## config.mk

```make
export PLATFORM = sky130hd
export DESIGN_NAME = urs_top
export DESIGN_NICKNAME = d
export VERILOG_FILES = /design/src/urs_pkg.sv /design/src/urs_decode.sv /design/src/urs_top.sv
export VERILOG_INCLUDE_DIRS = /design/src
export SDC_FILE = /design/constraint.sdc
export NUM_CORES = 1
export LEC_CHECK = 0
export BUFFER_PORTS_ARGS = -buffer_cell sky130_fd_sc_hd__buf_4
export CORE_ASPECT_RATIO = 0.9
export CORE_MARGIN = 8
export CORE_UTILIZATION = 50
export CTS_BUF_LIST = sky130_fd_sc_hd__clkbuf_4 sky130_fd_sc_hd__clkbuf_8 sky130_fd_sc_hd__clkbuf_16
export DETAILED_ROUTE_END_ITERATION = 7
export PLACE_DENSITY = 0.73
export SLEW_MARGIN = 20
export SYNTH_ARGS = -nofsm -noshare
export SYNTH_HDL_FRONTEND = slang
export SYNTH_HIERARCHICAL = 1
export SYNTH_SLANG_ARGS = --single-unit
```

## constraint.sdc

```tcl
create_clock -name clock -period 2.7 [get_ports clock]
set_input_delay 0 -clock clock [delete_from_list [all_inputs] [get_ports clock]]
set_output_delay 0 -clock clock [all_outputs]
set_load 0.1 [all_outputs]
```

## src/urs_defines.svh

```systemverilog
// register offsets, field positions and reset values of the register select
`ifndef URS_DEFINES_SVH
`define URS_DEFINES_SVH

`define URS_ADDR_W         3
`define URS_DATA_W         8
`define URS_ICR_COUNT      4

`define URS_ADDR_DATA      3'h0
`define URS_ADDR_IER       3'h1
`define URS_ADDR_FIFO      3'h2
`define URS_ADDR_FORMAT    3'h3
`define URS_ADDR_MODEM     3'h4
`define URS_ADDR_LSTATE    3'h5
`define URS_ADDR_MSTATE    3'h6
`define URS_ADDR_SCRATCH   3'h7

`define URS_FMT_DLAB_BIT   7
`define URS_COMPAT_KEY     8'hbf
`define URS_ACR_EXT_BIT    7
`define URS_ACR_IDX_BIT    6
`define URS_ICR_ACR_IDX    8'h00

`define URS_RST_BYTE       8'h00
`define URS_RST_FORMAT     8'h00
`define URS_RST_DIV_LOW    8'h00
`define URS_RST_DIV_HIGH   8'h00

`endif

```

## src/urs_pkg.sv

```systemverilog
// types shared by the register select and its address decoder
`include "urs_defines.svh"
package urs_pkg;

  typedef enum logic [4:0] {
    URS_SEL_NONE    = 5'h00,
    URS_SEL_XMIT    = 5'h01,
    URS_SEL_RECV    = 5'h02,
    URS_SEL_DIV_LO  = 5'h03,
    URS_SEL_DIV_HI  = 5'h04,
    URS_SEL_IER     = 5'h05,
    URS_SEL_FIFO    = 5'h06,
    URS_SEL_IDENT   = 5'h07,
    URS_SEL_FORMAT  = 5'h08,
    URS_SEL_MODEM   = 5'h09,
    URS_SEL_LSTATE  = 5'h0a,
    URS_SEL_MSTATE  = 5'h0b,
    URS_SEL_SCRATCH = 5'h0c,
    URS_SEL_FLOW    = 5'h0d,
    URS_SEL_XON1    = 5'h0e,
    URS_SEL_XON2    = 5'h0f,
    URS_SEL_XOFF1   = 5'h10,
    URS_SEL_XOFF2   = 5'h11,
    URS_SEL_EXTSTAT = 5'h12,
    URS_SEL_RXLVL   = 5'h13,
    URS_SEL_TXLVL   = 5'h14,
    URS_SEL_INDEX   = 5'h15
  } urs_sel_t;

  typedef struct packed {
    logic [7:0]                         fmt;
    logic                               compat;
    logic [7:0]                         div_lo;
    logic [7:0]                         div_hi;
    logic [7:0]                         interrupt_enable;
    logic [7:0]                         fifo;
    logic [7:0]                         modem;
    logic [7:0]                         scratch;
    logic [7:0]                         flow;
    logic [3:0][7:0]                    xchar;
    logic [`URS_ICR_COUNT-1:0][7:0]     indexed_control_set;
    logic [7:0]                         rdata;
    logic                               rx_pop;
    logic                               tx_load;
    logic [7:0]                         tx_data;
  } urs_state_t;

endpackage

```

## src/urs_decode.sv

```systemverilog
// address decoder: picks the read and write target from address and modes
module urs_decode
  import urs_pkg::*;
(
  // address and mode state
  input  wire logic [2:0] addr,
  input  wire logic       dlab,
  input  wire logic       compat,
  input  wire logic       ext_en,
  input  wire logic       idx_rd_en,
  // selections
  output urs_sel_t        rd_sel,
  output urs_sel_t        wr_sel
);

  // the compatibility view needs dlab set, so it is checked first
  always_comb
  begin
    rd_sel = URS_SEL_NONE;
    wr_sel = URS_SEL_NONE;
    case (addr)
      `URS_ADDR_DATA:
      begin
        rd_sel = dlab ? URS_SEL_DIV_LO : URS_SEL_RECV;
        wr_sel = dlab ? URS_SEL_DIV_LO : URS_SEL_XMIT;
      end
      `URS_ADDR_IER:
      begin
        rd_sel = dlab ? URS_SEL_DIV_HI
               : (ext_en ? URS_SEL_EXTSTAT : URS_SEL_IER);
        wr_sel = dlab ? URS_SEL_DIV_HI
               : (ext_en ? URS_SEL_NONE : URS_SEL_IER);
      end
      `URS_ADDR_FIFO:
      begin
        rd_sel = compat ? URS_SEL_FLOW : URS_SEL_IDENT;
        wr_sel = compat ? URS_SEL_FLOW : URS_SEL_FIFO;
      end
      `URS_ADDR_FORMAT:
      begin
        rd_sel = (ext_en && !compat) ? URS_SEL_RXLVL : URS_SEL_FORMAT;
        wr_sel = URS_SEL_FORMAT;
      end
      `URS_ADDR_MODEM:
      begin
        rd_sel = compat ? URS_SEL_XON1
               : (ext_en ? URS_SEL_TXLVL : URS_SEL_MODEM);
        wr_sel = compat ? URS_SEL_XON1 : URS_SEL_MODEM;
      end
      `URS_ADDR_LSTATE:
      begin
        rd_sel = compat ? URS_SEL_XON2
               : (idx_rd_en ? URS_SEL_INDEX : URS_SEL_LSTATE);
        wr_sel = compat ? URS_SEL_XON2 : URS_SEL_INDEX;
      end
      `URS_ADDR_MSTATE:
      begin
        rd_sel = compat ? URS_SEL_XOFF1 : URS_SEL_MSTATE;
        wr_sel = compat ? URS_SEL_XOFF1 : URS_SEL_NONE;
      end
      `URS_ADDR_SCRATCH:
      begin
        rd_sel = compat ? URS_SEL_XOFF2 : URS_SEL_SCRATCH;
        wr_sel = compat ? URS_SEL_XOFF2 : URS_SEL_SCRATCH;
      end
      default:
      begin
        rd_sel = URS_SEL_NONE;
        wr_sel = URS_SEL_NONE;
      end
    endcase
  end

endmodule

```

## src/urs_top.sv

```systemverilog
// register select of the enhanced uart: bank overlay and register storage
module urs_top
  import urs_pkg::*;
(
  // clock and reset
  input  wire logic        clock,
  input  wire logic        rst_n,
  // host register port
  input  wire logic [2:0]  addr,
  input  wire logic        wr_en,
  input  wire logic        rd_en,
  input  wire logic [7:0]  wdata,
  output logic      [7:0]  rdata_q,
  // receive and transmit data path
  input  wire logic [7:0]  rx_data,
  output logic             rx_pop_q,
  output logic             tx_load_q,
  output logic      [7:0]  tx_data_q,
  // status from the serial core
  input  wire logic [7:0]  ident_in,
  input  wire logic [7:0]  line_state_in,
  input  wire logic [7:0]  modem_state_in,
  input  wire logic [7:0]  ext_status_in,
  input  wire logic [7:0]  rx_level_in,
  input  wire logic [7:0]  tx_level_in,
  // settings to the serial core
  output logic      [15:0] divisor_q,
  output logic      [6:0]  frame_format_q,
  output logic             tx_break_q,
  output logic      [7:0]  interrupt_enable_q,
  output logic      [7:0]  fifo_control_q,
  output logic      [7:0]  modem_control_q,
  output logic      [7:0]  flow_control_q,
  output logic      [7:0]  additional_control_q
);

  urs_state_t st_q;
  urs_state_t st_d;
  urs_sel_t   rd_sel;
  urs_sel_t   wr_sel;
  logic       wr_go;
  logic       rd_go;

  // a write and a read in one cycle: the write is taken, the read dropped
  assign wr_go = wr_en;
  assign rd_go = rd_en && !wr_en;

  urs_decode u_decode (
    .addr      (addr),
    .dlab      (st_q.fmt[`URS_FMT_DLAB_BIT]),
    .compat    (st_q.compat),
    .ext_en    (st_q.indexed_control_set[0][`URS_ACR_EXT_BIT]),
    .idx_rd_en (st_q.indexed_control_set[0][`URS_ACR_IDX_BIT]),
    .rd_sel    (rd_sel),
    .wr_sel    (wr_sel)
  );

  always_comb
  begin
    st_d         = st_q;
    st_d.rx_pop  = 1'b0;
    st_d.tx_load = 1'b0;
    if (wr_go)
    begin
      case (wr_sel)
        URS_SEL_XMIT:
        begin
          st_d.tx_load = 1'b1;
          st_d.tx_data = wdata;
        end
        URS_SEL_DIV_LO:  st_d.div_lo = wdata;
        URS_SEL_DIV_HI:  st_d.div_hi = wdata;
        URS_SEL_IER:     st_d.interrupt_enable = wdata;
        URS_SEL_FIFO:    st_d.fifo = wdata;
        URS_SEL_FORMAT:
        begin
          if (wdata == `URS_COMPAT_KEY)
          begin
            // key is not a format: keep the low bits so traffic is undisturbed
            st_d.fmt[`URS_FMT_DLAB_BIT] = 1'b1;
            st_d.compat = 1'b1;
          end
          else
          begin
            st_d.fmt    = wdata;
            st_d.compat = 1'b0;
          end
        end
        URS_SEL_MODEM:   st_d.modem = wdata;
        URS_SEL_SCRATCH: st_d.scratch = wdata;
        URS_SEL_FLOW:    st_d.flow = wdata;
        URS_SEL_XON1:    st_d.xchar[0] = wdata;
        URS_SEL_XON2:    st_d.xchar[1] = wdata;
        URS_SEL_XOFF1:   st_d.xchar[2] = wdata;
        URS_SEL_XOFF2:   st_d.xchar[3] = wdata;
        URS_SEL_INDEX:
        begin
          // offsets past the implemented set are dropped
          for (int i = 0; i < `URS_ICR_COUNT; i++)
          begin
            if (st_q.scratch == 8'(i))
              st_d.indexed_control_set[i] = wdata;
          end
        end
        default: st_d.tx_load = 1'b0;
      endcase
    end
    if (rd_go)
    begin
      case (rd_sel)
        URS_SEL_RECV:
        begin
          st_d.rdata  = rx_data;
          st_d.rx_pop = 1'b1;
        end
        URS_SEL_DIV_LO:  st_d.rdata = st_q.div_lo;
        URS_SEL_DIV_HI:  st_d.rdata = st_q.div_hi;
        URS_SEL_IER:     st_d.rdata = st_q.interrupt_enable;
        URS_SEL_IDENT:   st_d.rdata = ident_in;
        URS_SEL_FORMAT:  st_d.rdata = st_q.fmt;
        URS_SEL_MODEM:   st_d.rdata = st_q.modem;
        URS_SEL_LSTATE:  st_d.rdata = line_state_in;
        URS_SEL_MSTATE:  st_d.rdata = modem_state_in;
        URS_SEL_SCRATCH: st_d.rdata = st_q.scratch;
        URS_SEL_FLOW:    st_d.rdata = st_q.flow;
        URS_SEL_XON1:    st_d.rdata = st_q.xchar[0];
        URS_SEL_XON2:    st_d.rdata = st_q.xchar[1];
        URS_SEL_XOFF1:   st_d.rdata = st_q.xchar[2];
        URS_SEL_XOFF2:   st_d.rdata = st_q.xchar[3];
        URS_SEL_EXTSTAT: st_d.rdata = ext_status_in;
        URS_SEL_RXLVL:   st_d.rdata = rx_level_in;
        URS_SEL_TXLVL:   st_d.rdata = tx_level_in;
        URS_SEL_INDEX:
        begin
          st_d.rdata = `URS_RST_BYTE;
          for (int i = 0; i < `URS_ICR_COUNT; i++)
          begin
            if (st_q.scratch == 8'(i))
              st_d.rdata = st_q.indexed_control_set[i];
          end
        end
        default: st_d.rdata = `URS_RST_BYTE;
      endcase
    end
  end

  always_ff @(posedge clock or negedge rst_n)
  begin
    if (!rst_n)
    begin
      st_q         <= '0;
      st_q.fmt     <= `URS_RST_FORMAT;
      st_q.div_lo  <= `URS_RST_DIV_LOW;
      st_q.div_hi  <= `URS_RST_DIV_HIGH;
    end
    else
    begin
      st_q <= st_d;
    end
  end

  assign rdata_q              = st_q.rdata;
  assign rx_pop_q             = st_q.rx_pop;
  assign tx_load_q            = st_q.tx_load;
  assign tx_data_q            = st_q.tx_data;
  assign divisor_q            = {st_q.div_hi, st_q.div_lo};
  // one format drives both directions; no per-direction copy exists
  assign frame_format_q       = st_q.fmt[6:0];
  assign tx_break_q           = st_q.fmt[6];
  assign interrupt_enable_q   = st_q.interrupt_enable;
  assign fifo_control_q       = st_q.fifo;
  assign modem_control_q      = st_q.modem;
  assign flow_control_q       = st_q.flow;
  assign additional_control_q = st_q.indexed_control_set[0];

  chk_dlab_low_read: assert property (
    @(posedge clock) disable iff (!rst_n)
    (rd_en && !wr_en && addr == 3'h0 && st_q.fmt[7])
    |=> (rdata_q == $past(st_q.div_lo)) && !rx_pop_q)
    else $error("divisor low byte not read at 000");

  chk_key_opens_compat: assert property (
    @(posedge clock) disable iff (!rst_n)
    (wr_en && addr == 3'h3 && wdata == 8'hbf) |=> st_q.compat)
    else $error("key write did not open compatibility set");

  chk_key_keeps_format: assert property (
    @(posedge clock) disable iff (!rst_n)
    (wr_en && addr == 3'h3 && wdata == 8'hbf)
    |=> st_q.fmt[7] && frame_format_q == $past(frame_format_q))
    else $error("key write disturbed the data format");

  chk_leave_compat: assert property (
    @(posedge clock) disable iff (!rst_n)
    (wr_en && addr == 3'h3 && wdata != 8'hbf)
    |=> !st_q.compat && frame_format_q == $past(wdata[6:0]))
    else $error("format write did not leave compatibility set");

  chk_divisor_join: assert property (
    @(posedge clock) disable iff (!rst_n)
    (wr_en && addr == 3'h1 && st_q.fmt[7])
    |=> divisor_q[15:8] == $past(wdata) && $stable(divisor_q[7:0]))
    else $error("divisor high byte not placed in bits 15 to 8");

  chk_xmit_load: assert property (
    @(posedge clock) disable iff (!rst_n)
    (wr_en && addr == 3'h0 && !st_q.fmt[7])
    |=> tx_load_q && tx_data_q == $past(wdata) && divisor_q == $past(divisor_q))
    else $error("transmit byte not loaded");

  chk_recv_pop: assert property (
    @(posedge clock) disable iff (!rst_n)
    (rd_en && !wr_en && addr == 3'h0 && !st_q.fmt[7])
    |=> rx_pop_q && rdata_q == $past(rx_data))
    else $error("receive byte not returned");

  chk_ext_level_read: assert property (
    @(posedge clock) disable iff (!rst_n)
    (rd_en && !wr_en && addr == 3'h3 && st_q.indexed_control_set[0][7] && !st_q.compat)
    |=> rdata_q == $past(rx_level_in))
    else $error("extended set not reached at 011");

  chk_index_read: assert property (
    @(posedge clock) disable iff (!rst_n)
    (rd_en && !wr_en && addr == 3'h5 && !st_q.compat && st_q.indexed_control_set[0][6]
     && st_q.scratch == 8'h00)
    |=> rdata_q == $past(additional_control_q))
    else $error("indexed control read failed");

  chk_scratch_index: assert property (
    @(posedge clock) disable iff (!rst_n)
    (wr_en && addr == 3'h5 && !st_q.compat && st_q.scratch == 8'h00)
    |=> additional_control_q == $past(wdata))
    else $error("scratch byte did not steer indexed write");

endmodule

```

; Yosys cells after proc, flatten, opt, wreduce, memory -nomap -nowiden
; Cells that the tools add are included.
[word_totals]
ff_bits = 147
in_bits = 71
output_inout_bits = 82
word_cells = 123
[classes]
n_eq_ne = 44
mux = 32
n_bitwise = 1
n_reduce_logical = 24
[op_table]
columns = op, n
row1 = one-hot mux 8 bit (19 select lines), 1
row2 = one-hot mux 5 bit (8 select lines), 2
row3 = equality test 5 x 4 -> 1 bit (second input constant), 14
row4 = two-way mux 5 bit, 12
row5 = equality test 5 bit (second input constant), 9
row6 = two-way mux 8 bit, 5
row7 = equality test 5 x 3 -> 1 bit (second input constant), 6
row8 = AND reduction 2 bit, 13
row9 = equality test 8 x 2 -> 1 bit (second input constant), 2
row10 = equality test 5 x 2 -> 1 bit (second input constant), 3
row11 = AND reduction 3 bit, 5
row12 = equality test 3 bit (second input constant), 4
row13 = two-way mux 9 bit, 1
row14 = equality test 8 x 1 -> 1 bit (second input constant), 1
row15 = equality test 8 bit (second input constant), 1
row16 = zero test 8 bit, 1
row17 = two-way mux 4 bit, 2
row18 = equality test 3 x 2 -> 1 bit (second input constant), 2
row19 = two-way mux 1 bit, 6
row20 = two-way mux 3 bit, 2
row21 = equality test 5 x 1 -> 1 bit (second input constant), 1
row22 = equality test 3 x 1 -> 1 bit (second input constant), 1
row23 = zero test 3 bit, 1
row24 = logical AND 1 bit, 2
row25 = 3 further kinds, 4

; Longest topological paths before layout
; Gate-level depths: netlist of the first run.
[depth]
word_depth = 7
ltp_mapped = 13
mapped_depth_nobuf = 10

; By module
; Netlist of the first run, hierarchy kept.
[by_module_without_submodules]
columns = module, instances, cells_per_inst, area_each_um2, seq_area_each_um2
row1 = urs_top, 1, 652, 7709.9, 3678.5
row2 = urs_decode, 1, 62, 370.4, 0.0

; Least setup slack after synthesis of the first run
; OpenSTA, ideal clock, no wires.
[synth_path]
path_type = register -> register
startpoint = register st_q[146] (netlist name)
endpoint = register st_q, in the netlist rdata_q[4]
t_arrival_ns = 2.330
path_slack_ns = 0.244
stages_incl_launch_ff = 11
path_buffers = 1
path_cell_list = dfrtp_1 -> and2b_1 -> nor3_1 -> a21o_1 -> a211o_1 -> buf_6 -> mux2_2 -> a221oi_1 -> and3_1 -> nand3_1 -> a221o_1
[synth_between]
elab_chain_len = 4
word_cells_on_any_way = 23
classes_between = eq/ne (19) / mux (4)
[synth_lines]
columns = element, line
row1 = from (decl), urs_top.sv:37  ; urs_state_t st_q;
row2 = from (signal assigned), urs_top.sv:158  ; st_q <= st_d;
row3 = two-way mux 5 bit (*), urs_decode.sv:29  ; rd_sel = dlab ? URS_SEL_DIV_HI
row4 = one-hot mux 5 bit (8 select lines) (*), urs_decode.sv:21  ; case (addr)
row5 = net rd_sel[2], urs_top.sv:39  ; urs_sel_t rd_sel;
row6 = equality test 5 bit (tied with other cells), urs_top.sv:110  ; case (rd_sel)
row7 = one-hot mux 8 bit (19 select lines) (*), urs_top.sv:110
; Mark *: on every way through the listed nets, which the timed path passes. The rest lies on a longest branch.
; A chain may end at the register's enable or synchronous reset.

; Worst setup path in the final report of the first run
[layout_path]
startpoint = register st_q[146] (netlist name)
endpoint = register st_q, in the netlist rdata_q[2]
; Same word-level chain as after synthesis.

==> results of run 1 <==
## cell type report
type	count	area, um2
inverter	7	26.28
multi-input combinational	450	3933
timing repair buffer	269	2171
sequential	147	3680
fill	1229	5315
clock buffer	20	460.4
tap	207	259.0
clock inverter	12	121.4
## per-layer routing
layer  wire, um  track usage (%)
met3       2632            7.901
met5          0                0
met2      13290            43.95
met4        673            9.318
met1      11860            35.71
## placed cells by master, fill, tap and decap left out, types with 13 or more instances in the layout
cell type,n
nor2_1,29
mux2_2,139
nand4_1,13
dfrtp_1,146
nand2_1,58
clkbuf_16,17
a21oi_1,15
buf_4,239
a22oi_1,25
dlygate4sd3_1,14
## how the worst max path moves through the flow
stage / start / to / slack, ps / cells after the start
2_1_floorplan: st_q[146]$_DFFE_PN0P_ / rdata_q[4]$_DFFE_PN0P_ / 240 / 10
3_3_place_gp: additional_control_q[7]$_DFFE_PN0P_ / rdata_q[7]$_DFFE_PN0P_ / -240 / 12
3_5_place_dp: st_q[146]$_DFFE_PN0P_ / rdata_q[7]$_DFFE_PN0P_ / -240 / 13
4_1_cts: st_q[146]$_DFFE_PN0P_ / rdata_q[7]$_DFFE_PN0P_ / 4 / 12
5_1_grt: st_q[146]$_DFFE_PN0P_ / rdata_q[7]$_DFFE_PN0P_ / -140 / 13
6_report: st_q[146]$_DFFE_PN0P_ / rdata_q[2]$_DFFE_PN0P_ / -50 / 12
## stage by stage
stage | util [%] | area [um2]
floorplan | - | 8080
detailed placement | 58.80 | 9388
finish | 66.71 | 10650
global route | 66.71 | 10650
CTS | 63.86 | 10200
global placement | 58.80 | 9388
## registers in the layout, summed over array words and instances (netlist names)
| register | cells |
|---|---|
| additional_control_q | 8 |
| rdata_q | 8 |
| modem_control_q | 8 |
| tx_load_q | 1 |
| interrupt_enable_q | 8 |
| st_q | 66 |
| rx_pop_q | 1 |
| frame_format_q | 7 |
| tx_data_q | 8 |
| fifo_control_q | 8 |
| flow_control_q | 8 |
| divisor_q | 16 |
## power groups by stage
stage / clock network [W] / logic (W) / registers, W
after floorplan: 0 / 0.00628 / 0.00347
after global placement: 0 / 0.00724 / 0.00374
after detailed placement: 0 / 0.00731 / 0.00376
after CTS: 0.00235 / 0.00739 / 0.00373
after global routing: 0.00244 / 0.00792 / 0.00384
final: 0.00233 / 0.00768 / 0.00377
## worst reg2reg max path, stage by stage (launching register included)
cell	delay [ps]
dfrtp_1	400
and2b_1	230
nor3_1	50
a21o_1	180
a211o_4	380
or3b_4	310
nor2_1	50
buf_4	150
buf_4	140
a22oi_1	140
nand2_1	120
o31ai_2	300
o311ai_1	150
## cells by family after synthesis
kind of cell    Yosys count  share of synthesized area, %
compound gates          112                         10.53
xor+xnor                  1                        0.1084
buf+inv                 117                         9.817
flops                   147                         45.52
mux                     151                         21.32
simple gates            186                         12.70
## repair_timing
action	4_1_cts	5_1_grt
gates cloned	0	0
pin swaps	5	29
hold endpoints to repair	76	0
gates resized for setup	18	65
endpoints found under the setup margin	27	33
setup buffers	3	22
hold buffers	14	0
==> run_results.csv, run 1 <==
group,metric,value,unit
pwr,clock_group_share_of_total_power,16.9,%
sta,timing.max_slew.rel_slack,56.10,%
sta,timing.hold.ws,2.636,ps
setup_path,worst_ep_required_time,2980,ps
floorplan,die_w,150,um
sta,maxSlewViolCount,0,
logic_synthesis,seq_area_frac_synth,45.52,%
detailed_routing,route.antenna.remaining_nets,0,
logic_synthesis,number_of_flops_mapped_to_enable_cells_by_yosys,0,
sta,achievable-frequency,363.5,MHz
detailed_routing,finalWirelength,28.45,mm
pwr,ir_worst_vdd,0.001245,V
logic_synthesis,synthMostInstantiatedCell,"dfrtp_1",
pwr,cell_internal_pwr,0.006469,W
detailed_routing,drt_iter0_drc,655,
setup_path,end_kind,"flip-flop",
run_status,outcome,"finished, violations left",
sta,finalHoldViolations,0,
sta,timing.final.crit_share,101.9,%
worst_hold_path,holdPathEnd,"rdata_q[5]$_DFFE_PN0P_",
place,place_ws,-236.5,ps
sta,min_setup_slack_post_route,-51.27,ps
pwr,power.density,1295,mW/mm2
place,placed_cells_incl_taps,1044,
floorplan,placeableCoreArea,0.01597,mm2
logic_synthesis,ys_seq_elements,147,
run_status,failed_checks,"negative setup slack",
logic_synthesis,netlist_top_cells_area,"dfrtp_1 (46%), mux2_2 (19%), buf_4 (7.8%), a22oi_1 (3.3%), nand2_1 (2.7%)",
logic_synthesis,ys_types,64,
detailed_routing,detail_route.drc_violations,0,
setup_path,critical_path.slowest_cell,"dfrtp_1",
clock_network,worst_skew_pair.late_latency,430,ps
setup_path,cpMostUsedCell,"buf_4",
clock_network,clock_tree.buffer_depth,2,
logic_synthesis,synth_top_cells_by_count,"dfrtp_1 (147), mux2_2 (139), buf_4 (84), nand2_1 (59)",
final_layout,layout-drive-gt1-share,55.91,%
global_routing,total_track_usage,27.65,%
clock_network,clk_root_buffer_cell,"clkbuf_16",
floorplan,start_util,50.61,%
setup_path,r2r-start,"st_q[146]$_DFFE_PN0P_",
detailed_routing,wl_per_cell,25.58,um
place,port_buffers,152,
clock_network,clk_transition_reported_paths,60,ps
clock_network,cts_made_buffers,17,
setup_path,rr_worst_depth,12,
global_routing,grt_first_pass_wirelength,42.03,mm
floorplan,die_height,136.6,um
global_routing,first_global_vias,6860,
setup_path,worst_path_largest_cell_delay,400,ps
sta,worstMarginPinSlew,658.4,ps
pwr,power_switching,0.007321,W
global_routing,grt-ovfl-total,0,
pwr,power_leakage,5.029,nW
logic_synthesis,synthesis.area_per_instance,11.32,um2
logic_synthesis,mappedNetlistNets,785,
sta,final_period_minus_worst_setup_slack,2751,ps
logic_synthesis,dominantRegCellSynth,"dfrtp_1",
clock_network,cts_tree,"yes",
setup_path,maximum_fanout_along_the_worst_path,7,
sta,final-setup-viol-count,4,
detailed_routing,drt-pass1-iter-count,5,
floorplan,number_of_rows_in_the_core_area,44,
detailed_routing,vias,6757,
sta,timing.setup.tns,-127.5,ps
setup_path,path_cells,"and2b_1 -> nor3_1 -> a21o_1 -> a211o_4 -> or3b_4 -> nor2_1 -> buf_4 -> buf_4 -> a22oi_1 -> nand2_1 -> o31ai_2 -> o311ai_1",
clock_network,htree_num_levels,4,
final_layout,n_antenna_cell,0,
place,gp_congestion,1.016,
global_routing,grt_start_max_net_pins,67,
pwr,report.power.total,0.01379,W
logic_synthesis,synth-warning-count,6,
sta,rsz0062_at_grt,"true",
floorplan,floorplan.die_area,0.02049,mm2
sta,final.setup_skew,7.544,ps
logic_synthesis,post-synth-top-area-cell,"dfrtp_1",
logic_synthesis,syn-instance-count,714,
pwr,comb_power_share,55.7,%
setup_path,setup_slack_reg_to_reg,-50,ps
setup_path,arr_time_crit_path,3040,ps
setup_path,timing.critical_path.buf_inv,2,
final_layout,area_growth_syn_to_layout,31.81,%
worst_hold_path,hold_path_class,"in2reg",
clock_network,cts.sinks,147,
setup_path,critical_path_class,"reg2reg",
final_layout,nets,963,
logic_synthesis,synth_top_cell_area_share,45.52,%
pwr,swShare,53.09,%
detailed_routing,vias_per_instance,6.076,
setup_path,cpLargestDelayFamily,"compound AO/OA/AOI/OAI gates",
floorplan,num_io_pins,153,
place,detailedPlacementHpwl,20.47,mm
setup_path,crit_path_start_kind,"flip-flop",
worst_hold_path,source_of_the_worst_hold_timing_path,"ident_in[5]",
pwr,seqPwrFrac,27.4,%
setup_path,regToRegEndpoint,"rdata_q[2]$_DFFE_PN0P_",
final_layout,final_cells,1112,
logic_synthesis,postSynth.asyncResetShare,100.0,%
logic_synthesis,netlist_area,0.008080,mm2
global_routing,grt_antenna_before_repair,0,
worst_hold_path,hold_path_depth,5,
job,timing.max_cap.violations,0,
Power figures use the tool's default switching activity.
==> run 2: changes to the inputs <==
ABC_AREA = 1   (was default)
==> run 2 against run 1 <==
  * Critical path type unchanged
  * Via count grew 17%
  * Synthesized area rose by 1.9%
  * Global-route usage shrank 0.49 points
  * The flow now finishes without violations
  * Clock power up 12%
  * Highest routed layer unchanged
==> run_results.csv, run 2 <==
group,metric,value,unit
clock_network,cts_tree,"yes",
sta,finalHoldViolations,0,
setup_path,setup_slack_reg_to_reg,70,ps
place,gp_congestion,0.9777,
sta,timing.final.crit_share,97.41,%
logic_synthesis,syn-instance-count,1095,
clock_network,cts_made_buffers,17,
floorplan,placeableCoreArea,0.01613,mm2
detailed_routing,vias,7935,
clock_network,htree_num_levels,4,
final_layout,area_growth_syn_to_layout,18.90,%
global_routing,grt_first_pass_wirelength,42.41,mm
final_layout,largest_reg_flops,66,
logic_synthesis,postSynth.asyncResetShare,100.0,%
final_layout,layout.cells.most_common_list,"nand2_1 (315), buf_4 (175), dfrtp_1 (147)",
sta,maxSlewViolCount,0,
final_layout,layout-drive-gt1-share,21.03,%
detailed_routing,route.antenna.remaining_nets,0,
worst_hold_path,hold_path_class,"in2reg",
final_layout,max_flop_register,"st_q",
sta,final.setup_skew,6.669,ps
sta,final_period_minus_worst_setup_slack,2630,ps
clock_network,clk_transition_reported_paths,60,ps
logic_synthesis,synthesis.area_per_instance,7.516,um2
floorplan,die_height,137.7,um
logic_synthesis,netlist_top_cells_area,"dfrtp_1 (45%), nand2_1 (14%), o21ai_0 (8.8%), buf_4 (7.2%), nand3_1 (5.8%)",
setup_path,end_kind,"flip-flop",
logic_synthesis,dominantRegCellSynth,"dfrtp_1",
clock_network,clk_root_buffer_cell,"clkbuf_16",
logic_synthesis,seq_area_frac_synth,44.69,%
logic_synthesis,synth-warning-count,6,
logic_synthesis,number_of_flops_mapped_to_enable_cells_by_yosys,0,
floorplan,start_util,51.02,%
sta,final-setup-viol-count,0,
logic_synthesis,synthMostInstantiatedCell,"nand2_1",
sta,worstMarginPinSlew,909.2,ps
detailed_routing,wl_per_cell,20.51,um
sta,timing.max_slew.rel_slack,39.39,%
final_layout,layout_commonest_cell,"nand2_1",
global_routing,total_track_usage,27.16,%
floorplan,die_w,151.2,um
clock_network,worst_skew_pair.late_latency,420,ps
detailed_routing,drt_iter0_drc,1101,
setup_path,critical_path_class,"reg2reg",
global_routing,grt_start_max_net_pins,96,
place,detailedPlacementHpwl,20.02,mm
sta,timing.hold.ws,32.53,ps
pwr,report.power.total,0.01332,W
detailed_routing,drt-pass1-iter-count,6,
floorplan,number_of_rows_in_the_core_area,44,
global_routing,first_global_vias,7344,
final_layout,fin_util,60.67,%
detailed_routing,finalWirelength,28.43,mm
detailed_routing,detail_route.drc_violations,0,
sta,achievable-frequency,380.2,MHz
final_layout,nets,1239,
logic_synthesis,post-synth-top-area-cell,"dfrtp_1",
logic_synthesis,synth_top_cells_by_count,"nand2_1 (317), dfrtp_1 (147), o21ai_0 (145), nand3_1 (96), buf_4 (79)",
setup_path,arr_time_crit_path,2990,ps
setup_path,worst_ep_required_time,3060,ps
clock_network,clock_tree.buffer_depth,2,
final_layout,final_cells,1386,
logic_synthesis,netlist_area,0.008230,mm2
floorplan,num_io_pins,153,
setup_path,crit_path_start_kind,"flip-flop",
detailed_routing,vias_per_instance,5.725,
logic_synthesis,ys_seq_elements,147,
run_status,outcome,"finished clean",
clock_network,cts.sinks,147,
pwr,power.density,1361,mW/mm2
pwr,power_leakage,4.934,nW
setup_path,maximum_fanout_along_the_worst_path,7,
logic_synthesis,synth_top_cell_area_share,44.69,%
global_routing,grt-ovfl-total,0,
place,port_buffers,152,
logic_synthesis,ys_types,32,
final_layout,n_antenna_cell,0,
place,placed_cells_incl_taps,1348,
floorplan,floorplan.die_area,0.02083,mm2
global_routing,grt_antenna_before_repair,0,
pwr,ir_worst_vdd,0.001281,V
logic_synthesis,mappedNetlistNets,1166,
job,timing.max_cap.violations,0,
==> run 2: cell types whose count changed after synthesis, moves of 55 or more <==
cell,before,now
o21ai_0,5,145
nand2_1,59,317
inv_1,5,64
nand3_1,10,96
mux2_2,139,0
nand4_1,13,68
==> run 2: path summary, 6_finish.rpt <==
path,start,endpoint,cells after the start
max in group asynchronous,rst_n,interrupt_enable_q[7]$_DFFE_PN0P_,3
worst min-delay path,ident_in[7],rdata_q[7]$_DFFE_PN0P_,7
min in group asynchronous,rst_n,modem_control_q[3]$_DFFE_PN0P_,2
worst max register to register,st_q[138]$_DFFE_PN0P_,rdata_q[6]$_DFFE_PN0P_,13
worst max-delay path,st_q[138]$_DFFE_PN0P_,rdata_q[6]$_DFFE_PN0P_,13
worst min register to register,st_q[33]$_DFFE_PN0P_,st_q[33]$_DFFE_PN0P_,2
==> run 2: routing by layer <==
layer | vias to the layer above | global-route usage (%) | wire length [um]
li1 | 3678 | - | -
met1 | 3695 | 38.21 | 11860
met2 | 518 | 39.94 | 12250
met3 | 44 | 6.700 | 3579
met4 | 0 | 9.336 | 735
met5 | - | 0 | 0
==> run 2: cell families (layout without fill, tap and decap cells) <==
group,Yosys count,count (layout),share of synthesized area (%)
flops,147,147,44.69
compound gates,162,162,9.912
buf+inv,203,286,13.67
simple gates,583,584,31.73
==> run 2: final cells by class <==
cell class | count | area [um2]
clock inverters | 9 | 178.9
multi-input cells | 746 | 3461
flip-flops and latches | 147 | 3679
clock buffers | 21 | 467.9
repair buffers | 183 | 1445
well taps | 207 | 259.0
repair inverters | 2 | 12.51
fillers | 1466 | 6345
inverters | 71 | 282.8
==> run 2: repair_timing <==
action	CTS	global route
setup buffers	0	3
hold endpoints to repair	94	0
pin swaps	0	2
setup endpoints to repair	3	8
gates resized for setup	1	8
hold buffers	2	0
cloned	0	3
==> run 2: where the power goes <==
group | switching [W] | internal, W | total, W | leakage [nW]
registers | 0.000724 | 0.00298 | 0.00370 | 1.93
clock network | 0.000909 | 0.00170 | 0.00261 | 0.312
logic | 0.00559 | 0.00142 | 0.00701 | 2.69
total | 0.00722 | 0.00610 | 0.0133 | 4.93
==> run 2: worst max-delay path, stage by stage (launching register included) <==
cell	delay, ps
dfrtp_1	430
inv_2	150
nand2_1	90
a21oi_1	180
nand3_1	260
nor2_2	200
nand2_1	140
nor2_1	450
nand2_1	260
nand4_1	150
nor2_1	60
nand3_1	90
nand2_1	50
nand2_1	60
==> run 2: stage by stage <==
step / setup TNS, ps / cell area, um2 / worst slack, ps
after floorplan: 0 / 8230 / 712.9
after global placement: -360.8 / 9041 / -81.24
after detailed placement: -19.11 / 9046 / -12.72
after CTS: 0 / 9718 / 26.64
after global routing: -29.24 / 9786 / -20.16
final: 0 / 9786 / 70.05
==> run 3: changes to the inputs <==
PLACE_DENSITY = 0.81   (was 0.73)
==> run 3 against run 2 <==
  * Sequential power is 1% higher
  * Non-clock buffer count rose by 1
  * Clock power decreased by 3%
  * Critical path depth up 2
  * Final area down 0.33%
  * Total power decreased by 0.49%
  * Highest routed layer unchanged
==> run_results.csv, run 3 (synthesis results as in run 2) <==
group,metric,value,unit
final_layout,max_flop_register,"st_q",
global_routing,grt_start_max_net_pins,93,
final_layout,layout_commonest_cell,"nand2_1",
setup_path,critical_path_class,"reg2reg",
floorplan,placeableCoreArea,0.01613,mm2
floorplan,num_io_pins,153,
sta,worstMarginPinSlew,905.9,ps
job,timing.max_cap.violations,0,
pwr,ir_worst_vdd,0.001425,V
sta,rsz0062_at_grt,"true",
final_layout,fillerInstances,1444,
detailed_routing,vias,8088,
detailed_routing,vias_per_instance,5.827,
place,detailedPlacementHpwl,19.92,mm
sta,achievable-frequency,392.6,MHz
global_routing,grt_antenna_before_repair,0,
final_layout,layout-drive-gt1-share,21.42,%
sta,final.setup_skew,7.537,ps
floorplan,die_height,137.7,um
pwr,power.density,1359,mW/mm2
setup_path,path_cells,"nand2_2 -> nor2_1 -> nor2_1 -> nand4_1 -> buf_12 -> nand2_1 -> inv_1 -> nand2_1 -> nor2_1 -> nor2_1 -> nand2_1 -> nor2_1 -> nand3_1 -> nand2_1 -> nand2_1",
final_layout,nets,1239,
global_routing,total_track_usage,26.82,%
detailed_routing,drt_iter0_drc,836,
clock_network,cts_made_buffers,17,
final_layout,n_antenna_cell,0,
detailed_routing,wl_per_cell,20.17,um
detailed_routing,finalWirelength,28.00,mm
final_layout,layout.cells.most_common_list,"nand2_1 (316), buf_4 (178), dfrtp_1 (147)",
setup_path,crit_path_start_kind,"flip-flop",
final_layout,fin_util,60.46,%
floorplan,number_of_rows_in_the_core_area,44,
detailed_routing,route.antenna.remaining_nets,0,
setup_path,worst_path_largest_cell_delay,450,ps
global_routing,first_global_vias,7496,
setup_path,end_kind,"flip-flop",
sta,timing.hold.ws,12.35,ps
sta,timing.setup.tns,0,ps
run_status,outcome,"finished clean",
floorplan,start_util,51.02,%
global_routing,grt_first_pass_wirelength,42.11,mm
clock_network,clock_tree.buffer_depth,2,
sta,final-setup-viol-count,0,
clock_network,clk_transition_reported_paths,60,ps
detailed_routing,detail_route.drc_violations,0,
worst_hold_path,hold_path_class,"in2reg",
setup_path,critical_path.slowest_cell,"dfrtp_1",
setup_path,worst_ep_required_time,3020,ps
clock_network,cts.sinks,147,
setup_path,maximum_fanout_along_the_worst_path,33,
clock_network,clk_root_buffer_cell,"clkbuf_16",
sta,maxSlewViolCount,0,
clock_network,worst_skew_pair.late_latency,430,ps
worst_hold_path,source_of_the_worst_hold_timing_path,"ext_status_in[2]",
setup_path,regToRegEndpoint,"rdata_q[1]$_DFFE_PN0P_",
sta,timing.final.crit_share,94.33,%
final_layout,final_cells,1388,
sta,timing.max_slew.rel_slack,39.54,%
pwr,power_leakage,4.926,nW
setup_path,setup_slack_reg_to_reg,150,ps
global_routing,grt-ovfl-total,0,
detailed_routing,drt-pass1-iter-count,6,
setup_path,arr_time_crit_path,2870,ps
final_layout,largest_reg_flops,66,
worst_hold_path,holdPathEnd,"rdata_q[2]$_DFFE_PN0P_",
setup_path,rr_worst_depth,15,
place,gp_congestion,0.9647,
sta,finalHoldViolations,0,
sta,final_period_minus_worst_setup_slack,2547,ps
setup_path,r2r-start,"additional_control_q[7]$_DFFE_PN0P_",
place,port_buffers,152,
clock_network,htree_num_levels,4,
worst_hold_path,hold_path_depth,7,
place,placed_cells_incl_taps,1348,
final_layout,area_growth_syn_to_layout,18.50,%
floorplan,die_w,151.2,um
floorplan,floorplan.die_area,0.02083,mm2
clock_network,cts_tree,"yes",
[run 3: changes by cell type in the layout (fill, tap and decap cells not counted), sizes merged]
cell / delta
clkbuf: -1
dlygate4sd3: +1
nor2: -1
bufinv: -1
clkinv: +4
[run 3: what timing repair did]
item | in CTS | in global routing
hold buffers | 3 | 0
setup endpoints to repair | 5 | 16
resized for setup | 1 | 15
cloned | 0 | 2
endpoints found under the hold margin | 91 | 0
setup buffers | 0 | 3
[run 3: per-stage QoR]
| step | instance area, um2 | setup WS [ps] | total power [W] |
|---|---|---|---|
| 3_5_place_dp | 9004 | -25.50 | 0.01061 |
| 2_1_floorplan | 8230 | 712.9 | 0.009547 |
| 6_report | 9753 | 153.1 | 0.01325 |
| 3_3_place_gp | 9004 | 21.47 | 0.01052 |
| 4_1_cts | 9666 | 11.17 | 0.01316 |
| 5_1_grt | 9753 | -30.17 | 0.01373 |
[run 3: worst max-delay path by stage]
| stage | startpoint | endpoint | cells after the start |
|---|---|---|---|
| floorplan | st_q[138]$_DFFE_PN0P_ | rdata_q[3]$_DFFE_PN0P_ | 19 |
| CTS | st_q[138]$_DFFE_PN0P_ | rdata_q[5]$_DFFE_PN0P_ | 18 |
| detailed placement | additional_control_q[7]$_DFFE_PN0P_ | rdata_q[0]$_DFFE_PN0P_ | 14 |
| global route | additional_control_q[7]$_DFFE_PN0P_ | flow_control_q[5]$_DFFE_PN0P_ | 12 |
| global placement | additional_control_q[7]$_DFFE_PN0P_ | rdata_q[4]$_DFFE_PN0P_ | 12 |
| finish | additional_control_q[7]$_DFFE_PN0P_ | rdata_q[1]$_DFFE_PN0P_ | 15 |
[run 3: power by group]
group	switching [W]	internal (W)	total (W)
sequential	0.000771	0.00298	0.00375
combinational	0.00557	0.00141	0.00698
clock	0.000944	0.00158	0.00252
total	0.00729	0.00596	0.0133
[run 3: per-layer routing]
metal  track usage [%]  vias to the layer above  wire length, um
met5                 0                        -                0
met4             11.48                        0              991
met3             8.374                       78             3749
met2             39.32                      555            12080
met1             35.90                     3780            11180
li1                  -                     3675                -
[run 3: area by class of cell]
| cell class | instances | area (um2) | area share, % |
|---|---|---|---|
| clock buffers | 20 | 447.9 | 4.593 |
| clock inverters | 12 | 181.4 | 1.860 |
| inverters | 71 | 286.5 | 2.938 |
| multi-input cells | 745 | 3467 | 35.55 |
| flip-flops and latches | 147 | 3679 | 37.72 |
| well taps | 207 | 259.0 | 2.656 |
| repair buffers | 184 | 1418 | 14.53 |
| repair inverters | 2 | 15.01 | 0.1539 |
[run 3: worst max-delay path, delay by kind of cell, from the launching register on]
kind | cells | cell delay, ps
buf+inv | 2 | 360
flops | 1 | 450
simple gates | 13 | 1610
